## config.mk

```make
export PLATFORM = sky130hd
export DESIGN_NAME = card_event_socket_regs
export DESIGN_NICKNAME = d
export VERILOG_FILES = /design/src/shared/card_regs_pkg.sv /design/src/rtl/pin_sync.sv /design/src/rtl/card_event_socket_regs.sv
export SDC_FILE = /design/constraint.sdc
export NUM_CORES = 1
export LEC_CHECK = 0
export ABC_AREA = 1
export BUFFER_PORTS_ARGS = -buffer_cell sky130_fd_sc_hd__buf_2
export CAP_MARGIN = 20
export CORE_ASPECT_RATIO = 0.6
export CORE_MARGIN = 5
export CORE_UTILIZATION = 40
export CTS_BUF_LIST = sky130_fd_sc_hd__clkbuf_8 sky130_fd_sc_hd__clkbuf_16
export DETAILED_ROUTE_END_ITERATION = 10
export RECOVER_POWER = 50
export SYNTH_ARGS = -nofsm -noshare
export SYNTH_HDL_FRONTEND = slang
export SYNTH_SLANG_ARGS = --single-unit
```

## constraint.sdc

```tcl
create_clock -name clk -period 2.3 [get_ports clk]
set_input_delay 0.23 -clock clk [delete_from_list [all_inputs] [get_ports clk]]
set_output_delay 0.23 -clock clk [all_outputs]
set_load 0.05 [all_outputs]
```

## src/shared/card_regs_pkg.sv

```systemverilog
package card_regs_pkg;

  // register offsets on the attribute-memory select address
  localparam logic [7:0] OFS_CONFIG_OPTION = 8'h0a;
  localparam logic [7:0] OFS_CARD_STATUS = 8'h0b;
  localparam logic [7:0] OFS_SOCKET_COPY = 8'h0d;
  localparam logic [7:0] OFS_IO_EVENT = 8'h1f;

  // configuration option register fields
  localparam int CFG_INDEX_LSB = 0;
  localparam int CFG_INDEX_W = 6;
  localparam int CFG_LEVEL_BIT = 6;
  localparam int CFG_SRESET_BIT = 7;

  // card configuration and status register fields
  localparam int STS_IRQ_BIT = 1;
  localparam int STS_PWRDN_BIT = 2;
  localparam int STS_AUDIO_BIT = 3;
  localparam int STS_IOIS8_BIT = 5;
  localparam int STS_SIGCHG_BIT = 6;
  localparam int STS_CHANGED_BIT = 7;
  localparam logic [7:0] STS_WRITE_MASK = 8'h6c;

  // socket and copy register fields
  localparam int SOCKET_LSB = 0;
  localparam int SOCKET_W = 4;
  localparam int COPY_LSB = 4;
  localparam int COPY_W = 2;

  // event indication register fields
  localparam int EVT_AUX_B_BIT = 7;
  localparam int EVT_AUX_A_BIT = 6;
  localparam int EVT_PACKET_BIT = 5;
  localparam int EVT_RING_BIT = 4;
  localparam int EVT_LSB = 4;
  localparam int ENA_LSB = 0;
  localparam int EVT_W = 4;

  // reset values and the value read at unmapped offsets
  localparam logic [7:0] CONFIG_RESET = 8'h00;
  localparam logic [7:0] STATUS_RESET = 8'h00;
  localparam logic [5:0] SOCKET_COPY_RESET = 6'h00;
  localparam logic [3:0] EVENT_RESET = 4'h0;
  localparam logic [3:0] ENABLE_RESET = 4'h0;
  localparam logic [7:0] READ_UNMAPPED = 8'h00;

  // pulse-mode interrupt width in master clock periods
  localparam logic [7:0] PULSE_IRQ_CYCLES = 8'hc0;

  // pin synchroniser layout: strobes idle high, rest idle low
  localparam int SYNC_W = 24;
  localparam logic [23:0] SYNC_RESET = 24'hf00000;

endpackage

```

## src/rtl/pin_sync.sv

```systemverilog
module pin_sync #(
  parameter int WIDTH = 1,
  parameter logic [WIDTH-1:0] RESET_VAL = '0
) (
  // clock and reset
  input wire logic clk,
  input wire logic rst,
  // asynchronous pins and their synchronised copy
  input wire logic [WIDTH-1:0] pin,
  output logic [WIDTH-1:0] sync
);

  logic [WIDTH-1:0] stage1;

  always_ff @(posedge clk) begin
    if (rst) begin
      stage1 <= RESET_VAL;
      sync <= RESET_VAL;
    end else begin
      stage1 <= pin;
      sync <= stage1;
    end
  end

endmodule

```

## src/rtl/card_event_socket_regs.sv

```systemverilog
module card_event_socket_regs (
  // clock and reset
  input wire logic clk,
  input wire logic rst,
  // attribute memory pins
  input wire logic ce1_n,
  input wire logic reg_n,
  input wire logic oe_n,
  input wire logic we_n,
  input wire logic [7:0] addr,
  input wire logic [7:0] data_in,
  output logic [7:0] data_out,
  output logic data_oe,
  // event source pins
  input wire logic aux_input_b_pin,
  input wire logic aux_input_a_pin,
  input wire logic packet_in_pin,
  input wire logic ring_in_pin,
  // card function side
  input wire logic irq_request,
  output logic soft_reset,
  output logic [5:0] config_index,
  output logic [3:0] socket_number,
  output logic [1:0] copy_number,
  output logic power_down,
  output logic audio,
  // host status signalling
  output logic stschg_n,
  output logic irq_n
);

  logic [card_regs_pkg::SYNC_W-1:0] pins_raw;
  logic [card_regs_pkg::SYNC_W-1:0] pins_s;
  logic ce1_n_s;
  logic reg_n_s;
  logic oe_n_s;
  logic we_n_s;
  logic [7:0] addr_s;
  logic [7:0] data_s;
  logic [3:0] src_s;
  logic write_active;
  logic write_prev;
  logic wr_pulse;
  logic read_active;
  logic [7:0] config_option;
  logic [7:0] card_status;
  logic [5:0] socket_copy;
  logic [3:0] events;
  logic [3:0] enables;
  logic [3:0] event_clear;
  logic [3:0] next_events;
  logic changed;
  logic sigchg;
  logic level_mode;
  logic irq_req_prev;
  logic [7:0] pulse_cnt;
  logic [7:0] next_pulse_cnt;
  logic [7:0] read_mux;

  assign pins_raw = {ce1_n, reg_n, oe_n, we_n, addr, data_in,
                     aux_input_b_pin, aux_input_a_pin,
                     packet_in_pin, ring_in_pin};

  pin_sync #(
    .WIDTH(card_regs_pkg::SYNC_W),
    .RESET_VAL(card_regs_pkg::SYNC_RESET)
  ) u_pin_sync (
    .clk(clk),
    .rst(rst),
    .pin(pins_raw),
    .sync(pins_s)
  );

  assign ce1_n_s = pins_s[23];
  assign reg_n_s = pins_s[22];
  assign oe_n_s = pins_s[21];
  assign we_n_s = pins_s[20];
  assign addr_s = pins_s[19:12];
  assign data_s = pins_s[11:4];
  assign src_s = pins_s[3:0];

  // attribute-memory strobes, one write per falling we
  assign write_active = ~ce1_n_s & ~reg_n_s & ~we_n_s;
  assign read_active = ~ce1_n_s & ~reg_n_s & ~oe_n_s & we_n_s;
  assign wr_pulse = write_active & ~write_prev;

  always_ff @(posedge clk) begin
    if (rst) begin
      write_prev <= 1'b0;
    end else begin
      write_prev <= write_active;
    end
  end

  // configuration option register
  always_ff @(posedge clk) begin
    if (rst) begin
      config_option <= card_regs_pkg::CONFIG_RESET;
    end else if (wr_pulse && addr_s == card_regs_pkg::OFS_CONFIG_OPTION) begin
      config_option <= data_s;
    end
  end

  assign level_mode = config_option[card_regs_pkg::CFG_LEVEL_BIT];
  assign soft_reset = config_option[card_regs_pkg::CFG_SRESET_BIT];
  assign config_index = config_option[card_regs_pkg::CFG_INDEX_LSB +:
                                      card_regs_pkg::CFG_INDEX_W];

  // card configuration and status, host-owned bits only
  always_ff @(posedge clk) begin
    if (rst) begin
      card_status <= card_regs_pkg::STATUS_RESET;
    end else if (wr_pulse && addr_s == card_regs_pkg::OFS_CARD_STATUS) begin
      card_status <= data_s & card_regs_pkg::STS_WRITE_MASK;
    end
  end

  assign sigchg = card_status[card_regs_pkg::STS_SIGCHG_BIT];
  assign power_down = card_status[card_regs_pkg::STS_PWRDN_BIT];
  assign audio = card_status[card_regs_pkg::STS_AUDIO_BIT];

  // socket and copy register
  always_ff @(posedge clk) begin
    if (rst) begin
      socket_copy <= card_regs_pkg::SOCKET_COPY_RESET;
    end else if (wr_pulse && addr_s == card_regs_pkg::OFS_SOCKET_COPY) begin
      socket_copy <= data_s[5:0];
    end
  end

  assign socket_number = socket_copy[card_regs_pkg::SOCKET_LSB +:
                                     card_regs_pkg::SOCKET_W];
  assign copy_number = socket_copy[card_regs_pkg::COPY_LSB +:
                                   card_regs_pkg::COPY_W];

  // event bits: sticky, write one to clear, a new event wins
  assign event_clear = (wr_pulse && addr_s == card_regs_pkg::OFS_IO_EVENT)
                     ? data_s[card_regs_pkg::EVT_LSB +: card_regs_pkg::EVT_W]
                     : 4'h0;
  assign next_events = (events & ~event_clear) | src_s;

  always_ff @(posedge clk) begin
    if (rst) begin
      events <= card_regs_pkg::EVENT_RESET;
    end else begin
      events <= next_events;
    end
  end

  always_ff @(posedge clk) begin
    if (rst) begin
      enables <= card_regs_pkg::ENABLE_RESET;
    end else if (wr_pulse && addr_s == card_regs_pkg::OFS_IO_EVENT) begin
      enables <= data_s[card_regs_pkg::ENA_LSB +: card_regs_pkg::EVT_W];
    end
  end

  // enable bit n gates event bit n+4 onto Changed
  assign changed = |(events & enables);

  always_ff @(posedge clk) begin
    if (rst) begin
      stschg_n <= 1'b1;
    end else begin
      stschg_n <= ~(changed & sigchg);
    end
  end

  // interrupt request shaping
  always_ff @(posedge clk) begin
    if (rst) begin
      irq_req_prev <= 1'b0;
    end else begin
      irq_req_prev <= irq_request;
    end
  end

  always_comb begin
    next_pulse_cnt = pulse_cnt;
    if (level_mode) begin
      next_pulse_cnt = 8'h00;
    end else if (irq_request && !irq_req_prev && pulse_cnt == 8'h00) begin
      next_pulse_cnt = card_regs_pkg::PULSE_IRQ_CYCLES;
    end else if (pulse_cnt != 8'h00) begin
      next_pulse_cnt = pulse_cnt - 8'h01;
    end
  end

  always_ff @(posedge clk) begin
    if (rst) begin
      pulse_cnt <= 8'h00;
      irq_n <= 1'b1;
    end else begin
      pulse_cnt <= next_pulse_cnt;
      irq_n <= level_mode ? ~irq_request : (next_pulse_cnt == 8'h00);
    end
  end

  // read path
  always_comb begin
    unique case (addr_s)
      card_regs_pkg::OFS_CONFIG_OPTION: read_mux = config_option;
      card_regs_pkg::OFS_CARD_STATUS: begin
        read_mux = card_status;
        read_mux[card_regs_pkg::STS_IRQ_BIT] = ~irq_n;
        read_mux[card_regs_pkg::STS_CHANGED_BIT] = changed;
      end
      card_regs_pkg::OFS_SOCKET_COPY: read_mux = {2'b00, socket_copy};
      card_regs_pkg::OFS_IO_EVENT: read_mux = {events, enables};
      default: read_mux = card_regs_pkg::READ_UNMAPPED;
    endcase
  end

  always_ff @(posedge clk) begin
    if (rst) begin
      data_out <= 8'h00;
      data_oe <= 1'b0;
    end else begin
      data_out <= read_mux;
      data_oe <= read_active;
    end
  end

  // checks
  AST_SOCKET_FIELD: assert property (@(posedge clk) disable iff (rst)
    wr_pulse && addr_s == card_regs_pkg::OFS_SOCKET_COPY
    |=> socket_number == $past(data_s[3:0]))
    else $error("socket number not taken from write");

  AST_COPY_FIELD: assert property (@(posedge clk) disable iff (rst)
    wr_pulse && addr_s == card_regs_pkg::OFS_SOCKET_COPY
    |=> copy_number == $past(data_s[5:4]))
    else $error("copy number not taken from write");

  AST_AUX_B_SET: assert property (@(posedge clk) disable iff (rst)
    src_s[3] |=> events[3])
    else $error("aux b event not latched");

  AST_AUX_A_SET: assert property (@(posedge clk) disable iff (rst)
    src_s[2] |=> events[2])
    else $error("aux a event not latched");

  AST_AUX_B_GATE: assert property (@(posedge clk) disable iff (rst)
    events[3] && enables[3] |-> changed)
    else $error("aux b enabled event without changed");

  AST_AUX_A_GATE: assert property (@(posedge clk) disable iff (rst)
    events[2] && enables[2] |-> changed)
    else $error("aux a enabled event without changed");

  AST_PACKET_SET: assert property (@(posedge clk) disable iff (rst)
    src_s[1] |=> events[1])
    else $error("packet-in event not latched");

  AST_RING_SET: assert property (@(posedge clk) disable iff (rst)
    src_s[0] |=> events[0])
    else $error("ring-in event not latched");

  AST_PACKET_GATE: assert property (@(posedge clk) disable iff (rst)
    events[1] && !enables[1] && !(events[3] && enables[3])
    && !(events[2] && enables[2]) && !(events[0] && enables[0])
    |-> !changed)
    else $error("disabled packet-in event set changed");

  AST_RING_GATE: assert property (@(posedge clk) disable iff (rst)
    events[0] && enables[0] |-> changed)
    else $error("ring-in enabled event without changed");

  AST_STSCHG_LOW: assert property (@(posedge clk) disable iff (rst)
    changed && sigchg |=> !stschg_n)
    else $error("stschg not driven low");

  AST_EVENT_CLEAR: assert property (@(posedge clk) disable iff (rst)
    wr_pulse && addr_s == card_regs_pkg::OFS_IO_EVENT && data_s[5]
    && !src_s[1] |=> !events[1])
    else $error("write one did not clear packet-in event");

  AST_PULSE_WIDTH: assert property (@(posedge clk) disable iff (rst)
    $fell(irq_n) && !level_mode && !$past(level_mode)
    ##1 !level_mode [*8]
    |-> ##183 !irq_n ##1 irq_n)
    else $error("pulse interrupt width wrong");

  AST_SIGCHG_WRITE: assert property (@(posedge clk) disable iff (rst)
    wr_pulse && addr_s == card_regs_pkg::OFS_CARD_STATUS
    |=> sigchg == $past(data_s[6]))
    else $error("sigchg not written");

  AST_LEVEL_MODE: assert property (@(posedge clk) disable iff (rst)
    level_mode && irq_request |=> !irq_n)
    else $error("level interrupt not asserted");

  AST_EVENT_STICKY: assert property (@(posedge clk) disable iff (rst)
    events[0] && !event_clear[0] |=> events[0])
    else $error("ring-in event lost without clear");

  AST_STSCHG_HIGH: assert property (@(posedge clk) disable iff (rst)
    !sigchg |=> stschg_n)
    else $error("stschg low without sigchg");

endmodule

```

==> impl_metrics.yaml <==
grt:
  grt_pass1_vias: 2607
  use_met3_pct: 5.72
  grt_use_total_pct: 14.7
  use_met2_pct: 20.5
  grt_antenna_before_repair: 0
  busiest_layer: "met1"
  overflow: 0
  met1_usage_pct: 20.5
  grt_pass1_wl_mm: 12.1
  grt_max_degree: 40
sta:
  tns_ns: 0
  setup_viol: 0
  slew_viol_final: 0
  timing.final.ws_setup_ns: 0.772
  period_needed_ns: 1.53
  hold_viol_final: 0
  fmax_ghz: 0.654
  grt_setup_unrepaired: "false"
  finalCritPeriodShare_pct: 66.4
  relSlewSlack_pct: 48.4
  tightest_slew_ns: 0.774
  finClkSkew_ns: 0.00810
logic_synthesis:
  synthMuxAreaShare_pct: 0
  ys_ff_latch: 95
  synth_compound_area_share_pct: 7.95
  synthSimpleGateAreaFrac_pct: 24.5
  netlist_area_um2: 3450
  postSynth.asyncResetShare_pct: 0
  synth-seq-area-share_pct: 55.2
  synth_warnings: 0
  synth_top_area_share_pct: 55.2
  synth_xor_area_share_pct: 0.254
  synth.distinct_cells: 26
  yosys-top-cells-area: "dfxtp_1, nor2_1, inv_1"
  synth_edf_count: 0
  synthFlopType: "dfxtp_1"
  synthesis.nets: 473
  synth_top_family_by_area: "simple AND/OR/NAND/NOR gates"
  avgSynthCellArea_um2: 7.76
  synth_fa_ha_area_share_pct: 0.726
  synth_top_area_cell: "dfxtp_1"
  synth_cells: 444
pwr:
  power_density_nw_per_um2: 976
  combPwrFrac_pct: 16.9
  p_sw_share_pct: 28.6
  power_leakage_nw: 1.98
  power_frac_clock_pct: 37.4
  switchingPower_w: 0.00113
  p_int_w: 0.00283
  peakVddDrop_mv: 0.372
  p_seq_share_pct: 45.6
worst_hold_path:
  min_path_type: "in2reg"
finish:
  final_cell_mix: "nor2_1, dfxtp_1, inv_1"
  num_antenna_cells: 0
  post-route-util_pct: 47.9
  final_nets: 521
  drive_above_1_share_pct: 15.9
  syn2layout_area_growth_pct: 17.7
job:
  max-cap-violations: 0
critical_path:
  crit_start: "u_pin_sync.sync[19]"
  endpoint_kind: "register"
  crit_family: "simple AND/OR/NAND/NOR gates"
  path_max_fanout: 9
  cp_num_cells: 8
  endpoint: "config_option[1]"
  startpoint_type: "register"
  crit_chain: "nor2_1 > nand2_1 > nor2_2 > nand2_1 > nor2_4 > inv_2 > o21ai_1 > a21oi_1"
  crit_slowest_cell: "dfxtp_1"
  critPathBufInv: 1
  reg2reg_slack_ns: 0.77
  crit_top_cell: "nand2_1"
  required_ns: 2.52
  reg2reg_depth: 8
  arrival_ns: 1.75
  cpPeakStageDelay_ns: 0.30
  r2r_end: "config_option[1]"
  r2r_start: "u_pin_sync.sync[19]"
  path_class: "reg2reg"
route:
  viasPerCell: 4.42
  drt_first_pass_iters: 4
  vias: 2689
  ant_nets: 0
  post_drt_wl_per_cell_um: 11.5
  drtIter0Drc: 236
  drc_errors: 0
  wirelength_mm: 7.00
floorplanning:
  core-area_um2: 8460
  ioPinCount: 53
  die_y_um: 81.9
  rows: 26
  start_util_pct: 40.7
  die_w_um: 130
  dieArea_um2: 10600
clock_network:
  cts_tree: "done"
  cts_max_path_buffers: 2
  post-cts-setup-buffers: 0
  htreeDepth: 3
  clock_latency_ns: 0.34
  hold_buffers: 0
  numCtsBuffers: 9
  clkSlewWorstSetupHoldPaths_ns: 0.06
  root_buffer: "clkbuf_16"
  clock-sinks: 95
  ctsResizeCount: 0
placed_design:
  dp_hpwl_mm: 5.06
  numPortBuffers: 52
  gp_congestion: 0.887
  place_ws_ns: 0.503
outcome:
  outcome: "finished, final reports clean"
## cell type report
cell class | count | area, um^2
Multi-Input combinational cell | 251 | 1150
Clock buffer | 9 | 225
Timing Repair Buffer | 53 | 253
Sequential cell | 95 | 1900
Inverter | 82 | 308
Clock inverter | 7 | 73.8
Fill cell | 874 | 4400
Tap cell | 112 | 140
## per-stage QoR
| step | hold WS [ns] | power (W) | instances | instance area, um^2 |
|---|---|---|---|---|
| after global routing | 0.0615 | 0.00419 | 609 | 4060 |
| after CTS | 0.0587 | 0.00399 | 609 | 4070 |
| after global placement | 0.382 | 0.00250 | 593 | 3770 |
| after floorplan | 0.334 | 0.00236 | 444 | 3450 |
| after detailed placement | 0.386 | 0.00250 | 593 | 3770 |
| final | 0.0744 | 0.00396 | 609 | 4060 |
## per-layer routing
layer,share of wire (%),vias up,routed length (um)
met4,1.0,0,71
met3,8.2,5,577
met2,40,74,2820
met1,50,1177,3530
li1,-,1433,-
met5,0,-,0
## cells by family after synthesis
group / after synthesis
buf+inv: 98
compound gates: 52
simple gates: 196
xor+xnor: 1
fa+ha+maj: 2
flops: 95
## synth_stat cells, drive strengths merged, types with 6 or more instances
cell,instances
clkbuf,10
dfxtp,95
inv,81
nand2,65
a21oi,17
buf,6
nor3,7
o21ai,29
nor2,101
or2,8
nand3,11
## worst register-to-register path, stage by stage (launching register included)
cell and delay [ns]:
dfxtp_1 0.30, nor2_1 0.11, nand2_1 0.12, nor2_2 0.14
nand2_1 0.19, nor2_4 0.22, inv_2 0.12, o21ai_1 0.14
a21oi_1 0.06
## state kept, by name (all words and copies together) (netlist names)
name,flops
stschg_n,1
data_oe,1
config_option,8
data_out,8
write_prev,1
events,4
socket_copy,6
enables,4
irq_req_prev,1
pulse_cnt,8
u_pin_sync.sync,24
irq_n,1
u_pin_sync.stage1,24
card_status,4
## power by group through the flow
stage	clock network (W)	logic [W]	registers (W)
global placement	0	0.000656	0.00184
global route	0.00160	0.000777	0.00182
floorplan	0	0.000518	0.00184
finish	0.00148	0.000670	0.00181
detailed placement	0	0.000657	0.00184
CTS	0.00152	0.000667	0.00181
## worst min path at each step
stage,start,end,slack (ns),depth (start not counted)
6_report,reg_n,u_pin_sync.stage1[22],0.07,2
5_1_grt,oe_n,u_pin_sync.stage1[21],0.06,2
4_1_cts,reg_n,u_pin_sync.stage1[22],0.06,2
3_5_place_dp,u_pin_sync.sync[21],data_oe,0.39,1
3_3_place_gp,u_pin_sync.sync[21],data_oe,0.38,1
2_1_floorplan,we_n,u_pin_sync.stage1[20],0.33,1
(Power assumes the default switching activity.)
